[config.mk]
export PLATFORM = sky130hd
export DESIGN_NAME = leis_top
export DESIGN_NICKNAME = d
export VERILOG_FILES = /design/src/leis_pkg.sv /design/src/leis_edge_detect.sv /design/src/leis_pick.sv /design/src/leis_top.sv
export VERILOG_INCLUDE_DIRS = /design/src
export SDC_FILE = /design/constraint.sdc
export NUM_CORES = 1
export LEC_CHECK = 0
export ABC_AREA = 1
export ABC_CLOCK_PERIOD_IN_PS = 2600
export BUFFER_PORTS_ARGS = -buffer_cell sky130_fd_sc_hd__clkbuf_2
export CAP_MARGIN = 20
export CORE_ASPECT_RATIO = 1.25
export CORE_MARGIN = 8
export CORE_UTILIZATION = 47
export CTS_CLUSTER_SIZE = 24
export DETAILED_ROUTE_END_ITERATION = 8
export PLACE_DENSITY = 0.72
export SLEW_MARGIN = 20
export SYNTH_ARGS = -nofsm -noshare
export SYNTH_HDL_FRONTEND = slang
export SYNTH_SLANG_ARGS = --single-unit
[constraint.sdc]
create_clock -name clk -period 2.6 [get_ports clk]
set_input_delay 0.39 -clock clk [delete_from_list [all_inputs] [get_ports clk]]
set_output_delay 0.39 -clock clk [all_outputs]
set_load 0.03 [all_outputs]
[src/leis_regs.svh]
// register map, field positions and codes of the link event action selector
// Functional notes
// - port A link-down action field sits in control bits 5:3.
// - port B link-up action field sits in control bits 8:6.
// - port B link-down action field sits in control bits 11:9.
// - port C link-up action field sits in control bits 14:12.
// - act when status bit sets; INTx actions also send negate on clear.
// - action code 0x0 masks the event, no message sent.
// - action code 0x1 sends an MSI per MSI capability settings.
// - codes 0x2..0x5 send assert then negate on INTA..INTD.
// - MSI only sent while MSI enable is set.
// - INTx messages suppressed while INTx disable is set.
// - port A link-up action field sits in control bits 2:0.
// - port C link-down action field sits in control bits 17:15.
`ifndef LEIS_REGS_SVH
`define LEIS_REGS_SVH

`define LEIS_ADDR_W 12
`define LEIS_DATA_W 32
`define LEIS_CTRL_OFS 12'h210
`define LEIS_IRQ_STAT_OFS 12'h220
`define LEIS_IRQ_MASK_OFS 12'h224

`define LEIS_CTRL_W 18
`define LEIS_CTRL_RST 18'h00000
`define LEIS_FIELD_W 3
`define LEIS_NUM_EVT 6
`define LEIS_IDX_W 3

`define LEIS_PA_UP_LSB 0
`define LEIS_PA_DN_LSB 3
`define LEIS_PB_UP_LSB 6
`define LEIS_PB_DN_LSB 9
`define LEIS_PC_UP_LSB 12
`define LEIS_PC_DN_LSB 15

`define LEIS_CODE_OFF 3'h0
`define LEIS_CODE_MSI 3'h1
`define LEIS_CODE_INTA 3'h2
`define LEIS_CODE_INTD 3'h5

`define LEIS_IRQ_W 4
`define LEIS_IRQ_RST 4'h0
`define LEIS_IRQ_MSI_SENT 0
`define LEIS_IRQ_INTX_SENT 1
`define LEIS_IRQ_SUPPRESS 2
`define LEIS_IRQ_OVERRUN 3

`endif

[src/leis_pkg.sv]
// types and decode helpers of the link event action selector
`include "leis_regs.svh"

package leis_pkg;

  typedef enum logic [1:0] {
    LEIS_NONE,
    LEIS_MSI,
    LEIS_ASSERT,
    LEIS_NEGATE
  } leis_kind_t;

  // message owed for one edge of a status bit under the given action code
  function automatic leis_kind_t leis_action(
    input logic [`LEIS_FIELD_W-1:0] code,
    input logic rise,
    input logic msiEn,
    input logic intxOff
  );
    leis_kind_t k;
    k = LEIS_NONE;
    if (code == `LEIS_CODE_MSI) begin
      if (rise && msiEn) begin
        k = LEIS_MSI;
      end
    end else if (code >= `LEIS_CODE_INTA && code <= `LEIS_CODE_INTD &&
                 !intxOff) begin
      k = rise ? LEIS_ASSERT : LEIS_NEGATE;
    end
    return k;
  endfunction

  // INTA..INTD as 0..3
  function automatic logic [1:0] leis_pin(
    input logic [`LEIS_FIELD_W-1:0] code
  );
    logic [`LEIS_FIELD_W-1:0] d;
    d = code - `LEIS_CODE_INTA;
    return d[1:0];
  endfunction

endpackage

[src/leis_edge_detect.sv]
// rise and fall pulses of the event status flags
`timescale 1ns/1ps
`include "leis_regs.svh"

module leis_edge_detect (
  // clock and reset
  input wire logic clk,
  input wire logic srst,
  // status levels, same clock domain
  input wire logic [`LEIS_NUM_EVT-1:0] level,
  // edge pulses
  output logic [`LEIS_NUM_EVT-1:0] rise,
  output logic [`LEIS_NUM_EVT-1:0] fall
);

  logic [`LEIS_NUM_EVT-1:0] prev_reg;
  logic [`LEIS_NUM_EVT-1:0] prev_next;

  always_comb begin
    prev_next = level;
  end

  always_ff @(posedge clk) begin
    if (srst) begin
      prev_reg <= '0;
    end else begin
      prev_reg <= prev_next;
    end
  end

  assign rise = level & ~prev_reg;
  assign fall = ~level & prev_reg;

endmodule

[src/leis_pick.sv]
// fixed priority pick of the lowest pending event
`timescale 1ns/1ps
`include "leis_regs.svh"

module leis_pick (
  // pending events
  input wire logic [`LEIS_NUM_EVT-1:0] pend,
  // chosen event
  output logic [`LEIS_IDX_W-1:0] grantIdx,
  output logic grantAny
);

  always_comb begin
    grantIdx = '0;
    grantAny = |pend;
    // scan downwards so the lowest index wins
    for (int i = `LEIS_NUM_EVT - 1; i >= 0; i--) begin
      if (pend[i]) begin
        grantIdx = i[`LEIS_IDX_W-1:0];
      end
    end
  end

endmodule

[src/leis_top.sv]
// link event interrupt action selector with register port and message out
//
// The strobed register port and the placing of the registers were left to the implementer.
`timescale 1ns/1ps
`include "leis_regs.svh"

module leis_top (
  // clock and reset
  input wire logic clk,
  input wire logic srst,
  // register port
  input wire logic [`LEIS_ADDR_W-1:0] regAddr,
  input wire logic [`LEIS_DATA_W-1:0] regWrData,
  input wire logic regWrEn,
  input wire logic regRdEn,
  output logic [`LEIS_DATA_W-1:0] regRdData,
  // event status flags and gating bits
  input wire logic [`LEIS_NUM_EVT-1:0] eventFlags,
  input wire logic msiEnable,
  input wire logic intxDisable,
  // upstream message request
  output logic msgValid,
  input wire logic msgReady,
  output leis_pkg::leis_kind_t msgKind,
  output logic [1:0] msgPin,
  output logic [`LEIS_IDX_W-1:0] msgEvent,
  // block interrupt
  output logic irq
);

  logic [`LEIS_CTRL_W-1:0] ctrl_reg;
  logic [`LEIS_CTRL_W-1:0] ctrl_next;
  logic [`LEIS_IRQ_W-1:0] irqStat_reg;
  logic [`LEIS_IRQ_W-1:0] irqStat_next;
  logic [`LEIS_IRQ_W-1:0] irqMask_reg;
  logic [`LEIS_IRQ_W-1:0] irqMask_next;
  logic [`LEIS_DATA_W-1:0] rdData_reg;
  logic [`LEIS_DATA_W-1:0] rdData_next;

  leis_pkg::leis_kind_t pendKind_reg [`LEIS_NUM_EVT];
  leis_pkg::leis_kind_t pendKind_next [`LEIS_NUM_EVT];
  logic [1:0] pendPin_reg [`LEIS_NUM_EVT];
  logic [1:0] pendPin_next [`LEIS_NUM_EVT];

  logic outValid_reg;
  logic outValid_next;
  leis_pkg::leis_kind_t outKind_reg;
  leis_pkg::leis_kind_t outKind_next;
  logic [1:0] outPin_reg;
  logic [1:0] outPin_next;
  logic [`LEIS_IDX_W-1:0] outEvent_reg;
  logic [`LEIS_IDX_W-1:0] outEvent_next;

  logic [`LEIS_FIELD_W-1:0] actionCode [`LEIS_NUM_EVT];
  leis_pkg::leis_kind_t edgeKind [`LEIS_NUM_EVT];
  logic [`LEIS_NUM_EVT-1:0] rise;
  logic [`LEIS_NUM_EVT-1:0] fall;
  logic [`LEIS_NUM_EVT-1:0] pendAny;
  logic [`LEIS_IDX_W-1:0] grantIdx;
  logic grantAny;
  logic loadOut;
  logic [`LEIS_IRQ_W-1:0] irqEvt;

  leis_edge_detect u_edge (
    .clk(clk),
    .srst(srst),
    .level(eventFlags),
    .rise(rise),
    .fall(fall)
  );

  leis_pick u_pick (
    .pend(pendAny),
    .grantIdx(grantIdx),
    .grantAny(grantAny)
  );

  // action fields, one per event, in index order
  always_comb begin
    actionCode[0] = ctrl_reg[`LEIS_PA_UP_LSB +: `LEIS_FIELD_W];
    actionCode[1] = ctrl_reg[`LEIS_PA_DN_LSB +: `LEIS_FIELD_W];
    actionCode[2] = ctrl_reg[`LEIS_PB_UP_LSB +: `LEIS_FIELD_W];
    actionCode[3] = ctrl_reg[`LEIS_PB_DN_LSB +: `LEIS_FIELD_W];
    actionCode[4] = ctrl_reg[`LEIS_PC_UP_LSB +: `LEIS_FIELD_W];
    actionCode[5] = ctrl_reg[`LEIS_PC_DN_LSB +: `LEIS_FIELD_W];
  end

  // codes 0, reserved codes and gated codes all decode to no message
  always_comb begin
    for (int i = 0; i < `LEIS_NUM_EVT; i++) begin
      edgeKind[i] = leis_pkg::LEIS_NONE;
      if (rise[i] || fall[i]) begin
        edgeKind[i] = leis_pkg::leis_action(actionCode[i], rise[i],
                                            msiEnable, intxDisable);
      end
    end
  end

  // kept apart from the pending logic so the pick feeds no loop back
  always_comb begin
    for (int i = 0; i < `LEIS_NUM_EVT; i++) begin
      pendAny[i] = pendKind_reg[i] != leis_pkg::LEIS_NONE;
    end
  end

  assign loadOut = grantAny && (!outValid_reg || msgReady);

  // pending messages; a fresh edge wins over the take of the old one
  always_comb begin
    irqEvt = '0;
    for (int i = 0; i < `LEIS_NUM_EVT; i++) begin
      pendKind_next[i] = pendKind_reg[i];
      pendPin_next[i] = pendPin_reg[i];
      if (loadOut && grantIdx == i[`LEIS_IDX_W-1:0]) begin
        pendKind_next[i] = leis_pkg::LEIS_NONE;
      end
      if (edgeKind[i] != leis_pkg::LEIS_NONE) begin
        if (pendKind_next[i] != leis_pkg::LEIS_NONE) begin
          irqEvt[`LEIS_IRQ_OVERRUN] = 1'b1;
        end
        pendKind_next[i] = edgeKind[i];
        pendPin_next[i] = leis_pkg::leis_pin(actionCode[i]);
      end else if ((rise[i] || fall[i]) &&
                   actionCode[i] != `LEIS_CODE_OFF &&
                   !(actionCode[i] == `LEIS_CODE_MSI && fall[i])) begin
        irqEvt[`LEIS_IRQ_SUPPRESS] = 1'b1;
      end
    end
    if (loadOut) begin
      if (pendKind_reg[grantIdx] == leis_pkg::LEIS_MSI) begin
        irqEvt[`LEIS_IRQ_MSI_SENT] = 1'b1;
      end else begin
        irqEvt[`LEIS_IRQ_INTX_SENT] = 1'b1;
      end
    end
  end

  // output stage holds a message until the upstream side takes it
  always_comb begin
    outValid_next = outValid_reg;
    outKind_next = outKind_reg;
    outPin_next = outPin_reg;
    outEvent_next = outEvent_reg;
    if (outValid_reg && msgReady) begin
      outValid_next = 1'b0;
    end
    if (loadOut) begin
      outValid_next = 1'b1;
      outKind_next = pendKind_reg[grantIdx];
      outPin_next = pendPin_reg[grantIdx];
      outEvent_next = grantIdx;
    end
  end

  // register port
  always_comb begin
    ctrl_next = ctrl_reg;
    irqMask_next = irqMask_reg;
    // set wins over a write-one clear in the same cycle
    irqStat_next = irqStat_reg;
    if (regWrEn && regAddr == `LEIS_CTRL_OFS) begin
      ctrl_next = regWrData[`LEIS_CTRL_W-1:0];
    end
    if (regWrEn && regAddr == `LEIS_IRQ_MASK_OFS) begin
      irqMask_next = regWrData[`LEIS_IRQ_W-1:0];
    end
    if (regWrEn && regAddr == `LEIS_IRQ_STAT_OFS) begin
      irqStat_next = irqStat_reg & ~regWrData[`LEIS_IRQ_W-1:0];
    end
    irqStat_next = irqStat_next | irqEvt;
    rdData_next = '0;
    if (regRdEn) begin
      case (regAddr)
        `LEIS_CTRL_OFS: begin
          rdData_next = {{(`LEIS_DATA_W-`LEIS_CTRL_W){1'b0}}, ctrl_reg};
        end
        `LEIS_IRQ_STAT_OFS: begin
          rdData_next = {{(`LEIS_DATA_W-`LEIS_IRQ_W){1'b0}}, irqStat_reg};
        end
        `LEIS_IRQ_MASK_OFS: begin
          rdData_next = {{(`LEIS_DATA_W-`LEIS_IRQ_W){1'b0}}, irqMask_reg};
        end
        default: begin
          rdData_next = '0;
        end
      endcase
    end
  end

  always_ff @(posedge clk) begin
    if (srst) begin
      ctrl_reg <= `LEIS_CTRL_RST;
      irqStat_reg <= `LEIS_IRQ_RST;
      irqMask_reg <= `LEIS_IRQ_RST;
      rdData_reg <= '0;
      outValid_reg <= 1'b0;
      outKind_reg <= leis_pkg::LEIS_NONE;
      outPin_reg <= '0;
      outEvent_reg <= '0;
      for (int i = 0; i < `LEIS_NUM_EVT; i++) begin
        pendKind_reg[i] <= leis_pkg::LEIS_NONE;
        pendPin_reg[i] <= '0;
      end
    end else begin
      ctrl_reg <= ctrl_next;
      irqStat_reg <= irqStat_next;
      irqMask_reg <= irqMask_next;
      rdData_reg <= rdData_next;
      outValid_reg <= outValid_next;
      outKind_reg <= outKind_next;
      outPin_reg <= outPin_next;
      outEvent_reg <= outEvent_next;
      for (int i = 0; i < `LEIS_NUM_EVT; i++) begin
        pendKind_reg[i] <= pendKind_next[i];
        pendPin_reg[i] <= pendPin_next[i];
      end
    end
  end

  assign regRdData = rdData_reg;
  assign msgValid = outValid_reg;
  assign msgKind = outKind_reg;
  assign msgPin = outPin_reg;
  assign msgEvent = outEvent_reg;
  assign irq = |(irqStat_reg & irqMask_reg);

  for (genvar g = 0; g < `LEIS_NUM_EVT; g++) begin : g_chk

  end
endmodule

[Word level (Yosys, flattened, before mapping)]
Memory sizes are Yosys's and may differ from the RTL's. A register that Yosys moved wholly into a read port is not among the register bits.
Index checks and enable logic that the tools add are counted.
W data, S select, Z words.
Storage, ports and cells
  ROM bits: 0
  bits in latches: 0
  register bits after elaboration: 70
  output and inout bits: 41
  bits in writable memories: 24
  memories kept: 2
Memory list
  pendKind_reg: depth 6, width 2, read ports 7, clocked after memory_dff 0, write ports 6, RTL line leis_top.sv:40  | leis_pkg::leis_kind_t pendKind_reg [`LEIS_NUM_EVT];
  pendPin_reg: depth 6, width 2, read ports 1, clocked after memory_dff 1, write ports 6, RTL line leis_top.sv:42  | logic [1:0] pendPin_reg [`LEIS_NUM_EVT];
Cells by class
  bitwise gates (word level): 21
  shifts and indexed selects: 0
  $lt $le $gt $ge: 12
  $add $sub $neg: 6
  mux-type cells: 100
  reductions and logical operators: 97
  multiply operators: 0
  equal/unequal tests: 21
  div/mod/pow operators: 0
Operator list (number)
  $mux W2: 49
  $pmux W18 S3: 1
  $logic_and A1 B1 Y1: 47
  $mux W1: 43
  $reduce_bool A2 Y1: 19
  $eq A12 B10 Y1 const B: 3
  $eq A3 B1 Y1 const B: 7
  $ge A3 B2 Y1 const B: 6
  $le A3 B3 Y1 const B: 6
  $mux W3: 6
  $reduce_bool A3 Y1: 6
  $and A6 B6 Y6: 2
  $not A6 Y6: 2
  $or A1 B1 Y1: 12
  $reduce_and A2 Y1: 6
  $sub A2 B2 Y2 const B: 6
  $and A4 B4 Y4: 2
  $logic_not A1 Y1: 8
  $logic_or A1 B1 Y1: 7
  $eq A3 B2 Y1 const B: 2
  $eq A3 B3 Y1 const B: 2
  $ne A1 B1 Y1 const B: 6
  $reduce_or A6 Y1: 1
  $mux W4: 1
  7 further kinds: 7

[Logic depth before layout (Yosys ltp)]
Gate-level depths: netlist of the first run.
An unclocked memory read counts as a cell.
  word-level depth: 25
  depth in mapped cells: 14

[Cells and area by module]
From an unflattened synthesis of the first run, not the netlist that was laid out.
Second synthesis, totals
  cells, all modules: 569
  area, all modules: 4169.0 µm²
Modules (own cells, without submodules)
  leis_top: times used 1, area an instance 3863.7 µm², seq. area each 1641.6 µm², cells each 518
  leis_edge_detect: times used 1, area an instance 232.7 µm², seq. area each 120.1 µm², cells each 36
  leis_pick: times used 1, area an instance 72.6 µm², seq. area each 0.0 µm², cells each 15

[Worst setup path after synthesis of the first run]
Ideal clock, no wire load.
  kind: input -> register
  from: input port eventFlags[5]
  to: register irqStat_reg[3]
  setup time: 71 ps
  data arrival time: 1459 ps
  required time: 2529 ps
  stages on the path: 11
  setup slack: 1071 ps
  path through: inv_1 > ha_1 > nor2_1 > nand4_1 > nand2_1 > inv_1 > a21oi_1 > o21ai_1 > nand2_1 > nor2_1 > a21oi_1
Between the ends
  word-level cells in the longest chain between the ends: 8
RTL lines
  from (decl): RTL line leis_top.sv:18  | input wire logic [`LEIS_NUM_EVT-1:0] eventFlags,
  $and A6 B6 Y6: RTL line leis_edge_detect.sv:31  | assign rise = level & ~prev_reg;
  $mux W1 / $logic_and A1 B1 Y1 (equally long branches): RTL line leis_pkg.sv:28, leis_pkg.sv:23
  $mux W2 / $mux W1 (equally long branches): RTL line leis_pkg.sv:26, leis_pkg.sv:23
  $mux W2: RTL line leis_pkg.sv:22  | if (code == `LEIS_CODE_MSI) begin
  $mux W2 (*): RTL line leis_top.sv:92  | if (rise[i] || fall[i]) begin
  $reduce_bool A2 Y1 (*): RTL line leis_top.sv:117  | if (edgeKind[i] != leis_pkg::LEIS_NONE) begin
  $mux W1 (*): RTL line leis_top.sv:117
  $or A4 B4 Y4 (*): RTL line leis_top.sv:170  | irqStat_next = irqStat_next | irqEvt;
  to (signal assigned): RTL line leis_top.sv:193  | irqStat_reg <= `LEIS_IRQ_RST;
  to (signal assigned): RTL line leis_top.sv:206  | irqStat_reg <= irqStat_next;
  to (decl): RTL line leis_top.sv:33  | logic [`LEIS_IRQ_W-1:0] irqStat_reg;
Every way passes the cells marked *; elsewhere a longest branch is shown, timed or not.
A chain may end at the register's enable or synchronous reset.

==> summary.md, run 1 <==
| Metric | Value |
|---|---|
| Sequential share of the synthesized area | `43.9%` |
| Simple-gate share of the synthesized area | `26.9%` |
| Yosys cell types | `35` |
| Number of nets still failing antenna checks after routing | `0` |
| Number of global-route vias before repair | `3717` |
| Finished Core Util | `56.1%` |
| GR Util All Layers | `17.2%` |
| Slew headroom | `62.2%` |
| DP HPWL | `7470 um` |
| Leak Pwr | `0.00215 uW` |
| # DRC | `0` |
| Worst-path clk slew | `80 ps` |
| Max cap viols | `0` |
| YS warnings | `0` |
| Port Buffers | `69` |
| Cells after Synth | `532` |
| Initial antenna violation count | `0` |
| Total gr overflow | `0` |
| Internal power | `2080 uW` |
| Final GP Congestion | `0.880` |
| Die Ht | `119 um` |
| Synth Cell Area | `4020 um2` |
| Tightest Pin Transition | `567 ps` |
| CP Capture Type | `register` |
| EDFF count, synth | `12` |
| Drt initial violations | `218` |
| Met3 WL | `479 um` |
| Largest net degree at the start of global routing | `35` |
| R2r endpoint | `irqStat_reg[3]$_SDFF_PP0_` |
| Outcome | `finished clean` |
| Final Skew | `6.71 ps` |
| Seq pwr share | `49.0%` |
| Place WS | `562 ps` |
| Crit Path Max Fanout | `5` |
| RSZ-0062 raised after global routing | `no` |
| Syn avg cell area | `7.55 um2` |
| Routed length on met1 | `4150 um` |
| Switching part of the total | `21.6%` |
| Largest family of logic cells by synthesized area | `simple AND/OR/NAND/NOR gates` |
| Die area | `11800 um2` |
| Crit share post-route | `64.9%` |
| Async SR Flop Fraction | `0%` |
| Finish-stage setup viols | `0` |
| Die Width | `98.7 um` |
| Design Area, Final | `4650 um2` |
| Final wirelength | `9680 um` |
| Crit path kind | `reg2reg` |
| Worst Hold Path Cells | `3` |
| Clock Tree Buf Depth | `2` |
| CTS tree | `done` |
| Met2 Wirelength | `4760 um` |
| Post-Synth Adder-Cell Area | `3.74%` |
| Worst-case reg-to-reg path depth | `10` |
| Post-cts resize count | `0` |
| Vias | `3617` |
| Fin Setup TNS | `0 ps` |
| Clk root buf | `clkbuf_8` |
| Comb power frac | `5.6%` |
| Io pins | `98` |
| P_sw | `573 uW` |
| Total power | `2650 uW` |
| Yosys reg bits | `82` |
| Most used flip-flop cell after synthesis | `dfxtp_1` |
| Placed Area | `4390 um2` |
| PD cells | `570 nW/um2` |
| Routed wire per std cell | `13.8 um` |
| Num CTS Buffers | `9` |
| WP data required | `2830 ps` |
| Reg2reg setup slack | `910 ps` |
| Post-CTS setup buffer count | `0` |
| First-pass GRT wire length | `16600 um` |
| Final nets | `670` |
| Critical Path Start Type | `register` |
| Final min period | `1690 ps` |
| Commonest non-fill, non-tap cell in the layout | `nand2_1` |
| Hold bufs inserted after CTS | `0` |
| Peak supply drop | `0.000387 V` |
| Clock share of power | `45.3%` |
| Setup WS post-layout | `914 ps` |
| Row count | `37` |
| Router iterations before antenna repair | `4` |
| Clk_lat worst skew | `350 ps` |
| Vias per std cell | `5.15` |
| R2R Path Start | `pendKind_reg[0][1]$_SDFF_PP0_` |
| FMAX | `593 MHz` |
| Initial core utilization | `48.5%` |
| Synthesis-to-layout area growth | `15.8%` |
| Core Area | `8290 um2` |
| XOR/XNOR Fraction of Synth Area | `0%` |
| Fin. max-slew vios | `0` |
| Layout cell share with drive strength beyond 1 | `19.8%` |
| Worst hold path class | `in2reg` |
| N_diodes | `0` |
| Hold Fails Final Rpt | `0` |
| Worst path arrival time | `1920 ps` |
| Hold_sp | `eventFlags[5]` |
| Most frequent cells in the layout | `nand2_1, inv_1, dfxtp_1, clkbuf_2, nor2_1` |
| CTS sink cnt | `82` |
| Compound-Gate Fraction of Synth Area | `13.4%` |
| Max Used Layer | `met4` |
| Hold Path End | `u_edge.prev_reg[5]$_SDFF_PP0_` |
| Htree depth | `3` |
| Mux cell area share after synthesis | `0%` |
worst max-delay path by stage:
stage	from	end	slack (ps)	cells past startpoint
after global placement	srst	regRdData[3]$_SDFF_PP0_	650	6
after global routing	regAddr[1]	ctrl_reg[3]$_SDFFE_PP0P_	710	7
after floorplan	eventFlags[5]	irqStat_reg[3]$_SDFF_PP0_	1070	11
after CTS	regAddr[1]	ctrl_reg[3]$_SDFFE_PP0P_	910	7
final	pendKind_reg[0][1]$_SDFF_PP0_	irqStat_reg[3]$_SDFF_PP0_	910	10
after detailed placement	regAddr[1]	ctrl_reg[11]$_SDFFE_PP0P_	560	7
power groups by stage:
stage	Sequential (uW)	Combinational, uW	Clock, uW
6_report	1300	149	1200
5_1_grt	1300	167	1270
4_1_cts	1300	149	1220
3_5_place_dp	1330	147	0
3_3_place_gp	1330	144	0
2_1_floorplan	1330	106	0
synth_stat cells (2+ instances only):
cell       n  share of area [%]
o22ai_1    2               0.31
nor2_4     3               0.84
o21ai_0   35                4.4
o221ai_1   3               0.65
nand2_1   77                7.2
nand3_2    3               0.75
inv_2      5               0.47
o21ai_1    4               0.50
nand2_2    7                1.1
edfxtp_1  12                9.0
buf_4     14                2.6
nor2_1    59                5.5
a31oi_1    5               0.78
buf_6      2               0.56
inv_1     76                7.1
a21oi_1   48                6.0
nand4_1   12                1.9
nand2_4    4                1.1
ha_1      12                3.7
clkbuf_1   9               0.84
dfxtp_1   70                 35
nand3_1   25                3.1
buf_2      3               0.37
nand3b_1   2               0.37
nor3_1    24                3.0
nor2_2     7                1.1
layer usage:
layer | vias up | global-route usage, %
met4 | 0 | 9.72
met2 | 94 | 29.1
met3 | 20 | 4.66
li1 | 1855 | -
met5 | - | 0
met1 | 1648 | 19.0
through the flow:
stage,hold WS (ps),instances
global placement,454,687
global route,281,703
finish,276,703
CTS,266,703
floorplan,444,545
detailed placement,469,687
worst max-delay path, cell delays in order, from the launching register on:
cell and delay, ps:
dfxtp_1 340, nor2_2 220, nand2_2 90, nor2_4 130, nand2_4 80, nor2_2 120, nand3_1 150, nand2_1 90
nand2_1 80, nor2_1 190, a21oi_1 90
cells by family after synthesis:
group           Yosys count
simple gates            227
buf+inv                 109
compound gates          101
flops                    82
fa+ha+maj                12
other cells               1
cell type report:
cell class	count	area (um2)
multi-input cells	354	1820
flip-flops and latches	82	1760
clock buffers	9	124
fillers	763	3640
inverters	81	304
clock inverters	7	141
repair buffers	73	375
well taps	97	121
Note: power is estimated with default switching activity, not from simulation.
==> inputs of run 2 (changes only) <==
--- a/config.mk
+++ b/config.mk
@@ -7,7 +7,7 @@
 export NUM_CORES = 1
 export LEC_CHECK = 0
 export ABC_AREA = 1
-export ABC_CLOCK_PERIOD_IN_PS = 2600
+export ABC_CLOCK_PERIOD_IN_PS = 1600
 export BUFFER_PORTS_ARGS = -buffer_cell sky130_fd_sc_hd__clkbuf_2
 export CAP_MARGIN = 20
 export CORE_ASPECT_RATIO = 1.25
==> constraint.sdc (replaced) <==
create_clock -name clk -period 1.6 [get_ports clk]
set_input_delay 0.24 -clock clk [delete_from_list [all_inputs] [get_ports clk]]
set_output_delay 0.24 -clock clk [all_outputs]
set_load 0.03 [all_outputs]
==> run 2 against run 1 <==
- register-to-register slack got worse by 860 ps
- sequential power grew 63%
- global-route usage rose by 0.46 points
- hold slack got worse by 150 ps
- highest routed layer unchanged
- clock power up 24%
- total power rose by 46%
- utilization grew 4.2 points
- non-clock buffer count up 36
- maximum frequency grew 8.9%
==> summary.md, run 2 (synthesized netlist as in run 1, its figures left out) <==
| Metric | Value |
|---|---|
| Outcome | `finished clean` |
| Drt initial violations | `179 (-18%)` |
| Final min period | `1550 ps (-138 ps)` |
| Io pins | `98 (unchanged)` |
| Critical Path Start | `pendKind_reg[2][0]$_SDFF_PP0_` |
| Critical Path Start Type | `register` |
| Worst path arrival time | `1800 ps (-120 ps)` |
| Routed wire per std cell | `14.0 um (+1.6%)` |
| Crit path kind | `reg2reg` |
| Crit-path cells | `nor2_4 > nand2_2 > nor2_4 > nand2_4 > nor2_2 > inv_2 > o21ai_1 > nand2_1 > nor2_2 > a21oi_1` |
| Multi-input gate area | `1940 um2 (+6.2%)` |
| Layout cell share with drive strength beyond 1 | `27.6% (+7.8 points)` |
| Hold_sp | `eventFlags[3]` |
| Switching part of the total | `25.0% (+3.4 points)` |
| Final nets | `706 (+5.4%)` |
| Crit Path Max Fanout | `3 (-2)` |
| Htree depth | `3 (unchanged)` |
| Final wirelength | `10300 um (+6.8%)` |
| CTS sink cnt | `82 (unchanged)` |
| Clock Tree Buf Depth | `2 (unchanged)` |
| Number of nets still failing antenna checks after routing | `0 (unchanged)` |
| Die Width | `98.7 um (unchanged)` |
| CTS tree | `done` |
| Vias per std cell | `5.11 (-0.72%)` |
| Num CTS Buffers | `9 (unchanged)` |
| P_sw | `967 uW (+69%)` |
| Seq pwr share | `54.7% (+5.7 points)` |
| Max cap viols | `0 (unchanged)` |
| Hold bufs inserted after CTS | `0 (unchanged)` |
| Setup WS post-layout | `51.8 ps (-862 ps)` |
| Total power | `3870 uW (+46%)` |
| Peak supply drop | `0.000790 V (+100%)` |
| DP HPWL | `7890 um (+5.6%)` |
| Place WS | `-63.1 ps (-625 ps)` |
| Finish-stage setup viols | `0 (unchanged)` |
| Largest net degree at the start of global routing | `31 (-11%)` |
| R2R Path Start | `pendKind_reg[2][0]$_SDFF_PP0_` |
| Number of global-route vias before repair | `3880 (+4.4%)` |
| Row count | `37 (unchanged)` |
| Register area | `1770 um2 (+0.36%)` |
| Worst-path clk slew | `90 ps (about the same)` |
| N_diodes | `0 (unchanged)` |
| Leak Pwr | `0.00230 uW (+7.1%)` |
| Initial core utilization | `48.5% (unchanged)` |
| Clk_lat worst skew | `370 ps (+20 ps)` |
| Commonest non-fill, non-tap cell in the layout | `nand2_1` |
| Clock share of power | `38.4% (-6.9 points)` |
| CP max-delay cell | `dfxtp_2` |
| Final Skew | `10.5 ps (+3.79 ps)` |
| Comb power frac | `6.9% (+1.3 points)` |
| Port Buffers | `69 (unchanged)` |
| Synthesis-to-layout area growth | `24.5%` |
| Crit path buf inv count | `1 (+1)` |
| Filler Cells Inserted | `761 (-0.26%)` |
| Initial antenna violation count | `0 (unchanged)` |
| RSZ-0062 raised after global routing | `yes` |
| Die Ht | `119 um (unchanged)` |
| Vias | `3775 (+4.4%)` |
| Total gr overflow | `0 (unchanged)` |
| Finished Core Util | `60.3% (+4.2 points)` |
| PD cells | `774 nW/um2 (+36%)` |
| FMAX | `646 MHz (+8.9%)` |
| Core Area | `8290 um2 (unchanged)` |
| Critical path's top delay family | `simple AND/OR/NAND/NOR gates` |
| Router iterations before antenna repair | `4 (unchanged)` |
| Hold Fails Final Rpt | `0 (unchanged)` |
| Worst hold path class | `in2reg` |
| Reg2reg setup slack | `50 ps (-860 ps)` |
| Crit-path max cell delay | `360 ps (+20 ps)` |
| Fin. max-slew vios | `0 (unchanged)` |
| Most frequent cells in the layout | `nand2_1, inv_1, clkbuf_2, dfxtp_1, nor2_1` |
| GR Util All Layers | `17.6% (+0.46 points)` |
| # DRC | `0 (unchanged)` |
| Internal power | `2900 uW (+40%)` |
| CP Capture Type | `register` |
| Crit share post-route | `96.8% (+32 points)` |
| Final GP Congestion | `0.851 (-3.3%)` |
| First-pass GRT wire length | `17000 um (+2.7%)` |
| WP data required | `1850 ps (-980 ps)` |
| Die area | `11800 um2 (unchanged)` |
| Clk root buf | `clkbuf_8` |
[run 2: changes by cell type in the layout (fill, tap and decap cells not counted), sizes merged]
cell	change
buf	+36
bufinv	-4
clkbuf	+2
clkinv	+1
clkinvlp	-1
inv	+2
[run 2: routing by layer]
metal,vias to the layer above,GRT usage (%),share of wire [%]
li1,1924,-,-
met1,1712,18.4,41
met2,112,31.1,50
met3,27,5.19,6.1
met4,0,9.53,2.9
met5,-,0,0
[run 2: path summary, 6_finish.rpt]
path / to / depth (start not counted)
worst max-delay path: irqStat_reg[3]$_SDFF_PP0_ / 10
worst min-delay path: u_edge.prev_reg[3]$_SDFF_PP0_ / 3
worst max register to register: irqStat_reg[3]$_SDFF_PP0_ / 10
worst min register to register: msgEvent[2]$_SDFFE_PP0P_ / 2
[run 2: timing repair]
item	4_1_cts	5_1_grt
pin swaps	0	13
setup buffers	0	6
gates resized for setup	1	27
endpoints found under the setup margin	1	19
hold endpoints to repair	0	0
[run 2: worst reg2reg max path, delay by kind of cell, from the launching register on]
family / cells / cell delay (ps)
buf+inv: 1 / 50
flops: 1 / 360
simple gates: 7 / 820
compound gates: 2 / 210
[run 2: through the flow]
| stage | cells | hold WS, ps | setup TNS [ps] | cell area, um2 |
|---|---|---|---|---|
| 3_3_place_gp | 717 | 453 | -44.0 | 4640 |
| 6_report | 739 | 124 | 0 | 5000 |
| 4_1_cts | 733 | 100 | 0 | 4840 |
| 3_5_place_dp | 717 | 462 | -145 | 4640 |
| 5_1_grt | 739 | 128 | -167 | 5000 |
| 2_1_floorplan | 545 | 369 | 0 | 4070 |
[run 2: final cells by class]
cell class | instances | share of cell area (%)
clock inverter | 5 | 0.676
multi-input combinational | 354 | 38.7
sequential | 82 | 35.4
clock buffer | 11 | 3.25
tap | 97 | 2.43
inverter | 81 | 6.08
timing repair buffer | 109 | 13.5
[run 2: power groups by stage]
stage	clock [uW]	combinational (uW)	sequential, uW
floorplan	0	173	2160
global placement	0	244	2160
detailed placement	0	251	2160
CTS	1530	253	2110
global route	1600	297	2120
finish	1490	269	2120
==> inputs of run 3 (changes only) <==
--- a/config.mk
+++ b/config.mk
@@ -15,8 +15,9 @@
 export CORE_UTILIZATION = 47
 export CTS_CLUSTER_SIZE = 24
 export DETAILED_ROUTE_END_ITERATION = 8
-export PLACE_DENSITY = 0.72
+export PLACE_DENSITY = 0.71
 export SLEW_MARGIN = 20
 export SYNTH_ARGS = -nofsm -noshare
 export SYNTH_HDL_FRONTEND = slang
+export SYNTH_HIERARCHICAL = 1
 export SYNTH_SLANG_ARGS = --single-unit
==> run 3 against run 2 <==
- the flow now finishes with violations (setup timing)
- clock skew increased by 0.82 ps
- critical endpoint is now irqStat_reg[1]$_SDFF_PP0_
- design area rose by 10%
- worst setup slack lost 510 ps
- synthesized area grew 3.8%
- die area rose by 3.2%
- sequential share of layout area down 3.3 points
- maximum frequency is 25% lower
==> summary.md, run 3 <==
| Metric | Value |
|---|---|
| Synth top cells by count | `nand2_1, inv_1, nor2_1` |
| EDFF count, synth | `12 (unchanged)` |
| Drt initial violations | `233 (+30%)` |
| R2R Path Start | `pendKind_reg[4][1]$_SDFF_PP0_` |
| Core Area | `8650 um2 (+4.4%)` |
| First-pass GRT wire length | `17600 um (+3.5%)` |
| CP Capture Type | `register` |
| Final GP Congestion | `0.863 (+1.5%)` |
| Htree depth | `3 (unchanged)` |
| Place WS | `-312 ps (-249 ps)` |
| Final min period | `2050 ps (+506 ps)` |
| Synthesis-to-layout area growth | `32.5%` |
| Reg2reg setup slack | `-450 ps (-510 ps)` |
| Multi-input gate area | `2160 um2 (+11%)` |
| Violated checks | `setup timing` |
| R2r endpoint | `irqStat_reg[1]$_SDFF_PP0_` |
| Leak Pwr | `0.00253 uW (+10%)` |
| Initial antenna violation count | `0 (unchanged)` |
| Fin. max-slew vios | `0 (unchanged)` |
| Yosys cell types | `37 (+5.7%)` |
| CTS tree | `done` |
| Initial core utilization | `48.2% (-0.29 points)` |
| Number of nets still failing antenna checks after routing | `0 (unchanged)` |
| Crit-path max cell delay | `340 ps (-20 ps)` |
| Finish-stage setup viols | `19 (+19)` |
| Count leader, synth | `nand2_1` |
| Total gr overflow | `0 (unchanged)` |
| Crit Path Max Fanout | `4 (+1)` |
| Worst-path clk slew | `90 ps (about the same)` |
| Worst Hold Path Cells | `3 (unchanged)` |
| N_diodes | `0 (unchanged)` |
| Outcome | `complete, but fails checks` |
| YS warnings | `6 (+6)` |
| Vias per std cell | `5.01 (-2.0%)` |
| Most used flip-flop cell after synthesis | `dfxtp_1` |
| WP data required | `1840 ps (about the same)` |
| Clk root buf | `clkbuf_8` |
| Most frequent cells in the layout | `nand2_1, clkbuf_2, inv_1, dfxtp_1, nor2_1` |
| Synth area leader | `dfxtp_1` |
| PD cells | `711 nW/um2 (-8.2%)` |
| Worst hold path class | `in2reg` |
| Final Skew | `11.3 ps (+0.819 ps)` |
| Critical path depth | `18 (+8)` |
| Vias | `4121 (+9.2%)` |
| Final wirelength | `11200 um (+8.0%)` |
| Row count | `38 (+2.7%)` |
| Hold Fails Final Rpt | `0 (unchanged)` |
| Tightest Pin Transition | `502 ps` |
| Final nets | `755 (+6.9%)` |
| Commonest non-fill, non-tap cell in the layout | `nand2_1` |
| Peak supply drop | `0.000667 V (-16%)` |
| Synth Cell Area | `4170 um2 (+3.8%)` |
| RSZ-0062 raised after global routing | `yes` |
| Die Width | `100 um (+1.6%)` |
| DP HPWL | `8230 um (+4.4%)` |
| Worst path arrival time | `2300 ps (+500 ps)` |
| Clock Tree Buf Depth | `2 (unchanged)` |
| Crit path buf inv count | `5 (+4)` |
| Num CTS Buffers | `9 (unchanged)` |
| Register area | `1770 um2 (unchanged)` |
| Yosys reg bits | `82 (unchanged)` |
| Worst path most repeated cell | `nand2_1` |
| CP max-delay cell | `dfxtp_2` |
| Crit path kind | `reg2reg` |
| Slew headroom | `66.4%` |
| Setup WS post-layout | `-455 ps (-506 ps)` |
| Synth area leaders | `dfxtp_1, edfxtp_1, nand2_1` |
| Routed wire per std cell | `13.6 um (-3.0%)` |
| Hold Path End | `u_edge/prev_reg[4]$_SDFF_PP0_` |
| Layout cell share with drive strength beyond 1 | `36.7% (+9.1 points)` |
| Max cap viols | `0 (unchanged)` |
| Die Ht | `121 um (+1.6%)` |
| FMAX | `487 MHz (-25%)` |
| Syn avg cell area | `7.33 um2 (-2.9%)` |
| # DRC | `0 (unchanged)` |
| Router iterations before antenna repair | `8 (+4)` |
| CTS sink cnt | `82 (unchanged)` |
| Number of global-route vias before repair | `3942 (+1.6%)` |
| Port Buffers | `69 (unchanged)` |
| Crit share post-route | `128% (+32 points)` |
| Hold_sp | `eventFlags[4]` |
| Largest net degree at the start of global routing | `31 (unchanged)` |
| Fin Setup TNS | `-4430 ps (-4430 ps)` |
| Worst-case reg-to-reg path depth | `18 (+8)` |
| GR Util All Layers | `18.0% (+0.43 points)` |
| Sequential share of the synthesized area | `42.3% (-1.6 points)` |
| Filler Cells Inserted | `774 (+1.7%)` |
| Die area | `12200 um2 (+3.2%)` |
| Crit-path cells | `nor2_4 > inv_2 > inv_1 > nand2_1 > nand2_1 > nand2_2 > a21oi_4 > buf_6 > inv_6 > nor2_4 > buf_6 > nand2_2 > nand4_1 > nand2_1 > nand2_2 > nand2_1 > nand2_1 > a21oi_1` |
| Yosys top cell area share | `33.6% (-1.3 points)` |
| Io pins | `98 (unchanged)` |
| Critical path's top delay family | `simple AND/OR/NAND/NOR gates` |
| Cells after Synth | `569 (+7.0%)` |
| Critical Path Start Type | `register` |
| Async SR Flop Fraction | `0% (unchanged)` |
| Clk_lat worst skew | `370 ps (about the same)` |
[run 3: where the power goes]
part           switching, uW  total (uW)  internal [uW]
registers               9.03        2110           2100
clock network            814        1530            715
logic                    195         282           87.7
[run 3: worst max-delay path by stage]
stage                                 to  slack [ps]                          start
4_1_cts        irqStat_reg[3]$_SDFF_PP0_        -270  pendKind_reg[4][1]$_SDFF_PP0_
6_report       irqStat_reg[1]$_SDFF_PP0_        -450  pendKind_reg[4][1]$_SDFF_PP0_
3_5_place_dp   irqStat_reg[3]$_SDFF_PP0_        -310  pendKind_reg[4][1]$_SDFF_PP0_
2_1_floorplan  irqStat_reg[3]$_SDFF_PP0_        -110  pendKind_reg[4][1]$_SDFF_PP0_
3_3_place_gp   irqStat_reg[3]$_SDFF_PP0_        -240  pendKind_reg[4][1]$_SDFF_PP0_
5_1_grt        irqStat_reg[1]$_SDFF_PP0_        -590  pendKind_reg[4][1]$_SDFF_PP0_
[run 3: kinds of logic after synthesis]
family / Yosys count / synth area share [%]
compound gates: 109 / 14.5
buf+inv: 119 / 12.9
flops: 82 / 42.3
other cells: 1 / 0.0899
simple gates: 258 / 30.2
[run 3: tightest hold or removal path, stage by stage]
cell	delay, ps
clkbuf_2	90
inv_1	60
nor2_1	40
[run 3: stage by stage]
stage / std cells / hold slack, ps / utilization, % / instance area [um2] / power [uW]
detailed placement: 791 / 480 / 57.0 / 4930 / 2430
finish: 823 / 86.1 / 63.8 / 5520 / 3920
CTS: 816 / 77.9 / 61.3 / 5300 / 3930
floorplan: 582 / 312 / - / 4240 / 2350
global placement: 791 / 470 / 57.0 / 4930 / 2430
global route: 823 / 89.7 / 63.8 / 5520 / 4050
[run 3: area by class of cell]
| class | count | area share, % |
|---|---|---|
| flip-flops and latches | 82 | 32.0 |
| clock inverters | 5 | 0.725 |
| repair buffers | 133 | 16.2 |
| clock buffers | 11 | 2.95 |
| multi-input cells | 381 | 39.0 |
| well taps | 120 | 2.72 |
| inverters | 91 | 6.41 |
[run 3: repair_timing]
action	CTS	global route
buffers inserted	11	7
setup endpoints to repair	20	25
resized for setup	37	53
pin swaps	13	17
cloned	0	0
hold buffers	0	0
[run 3: per-layer routing]
layer  up-vias  share of wire [%]  GRT usage [%]
li1       2075                  -              -
met1      1899                 43           20.3
met2       127                 50           31.4
met3        20                5.7           3.90
met4         0                1.9           9.00
met5         -                  0              0
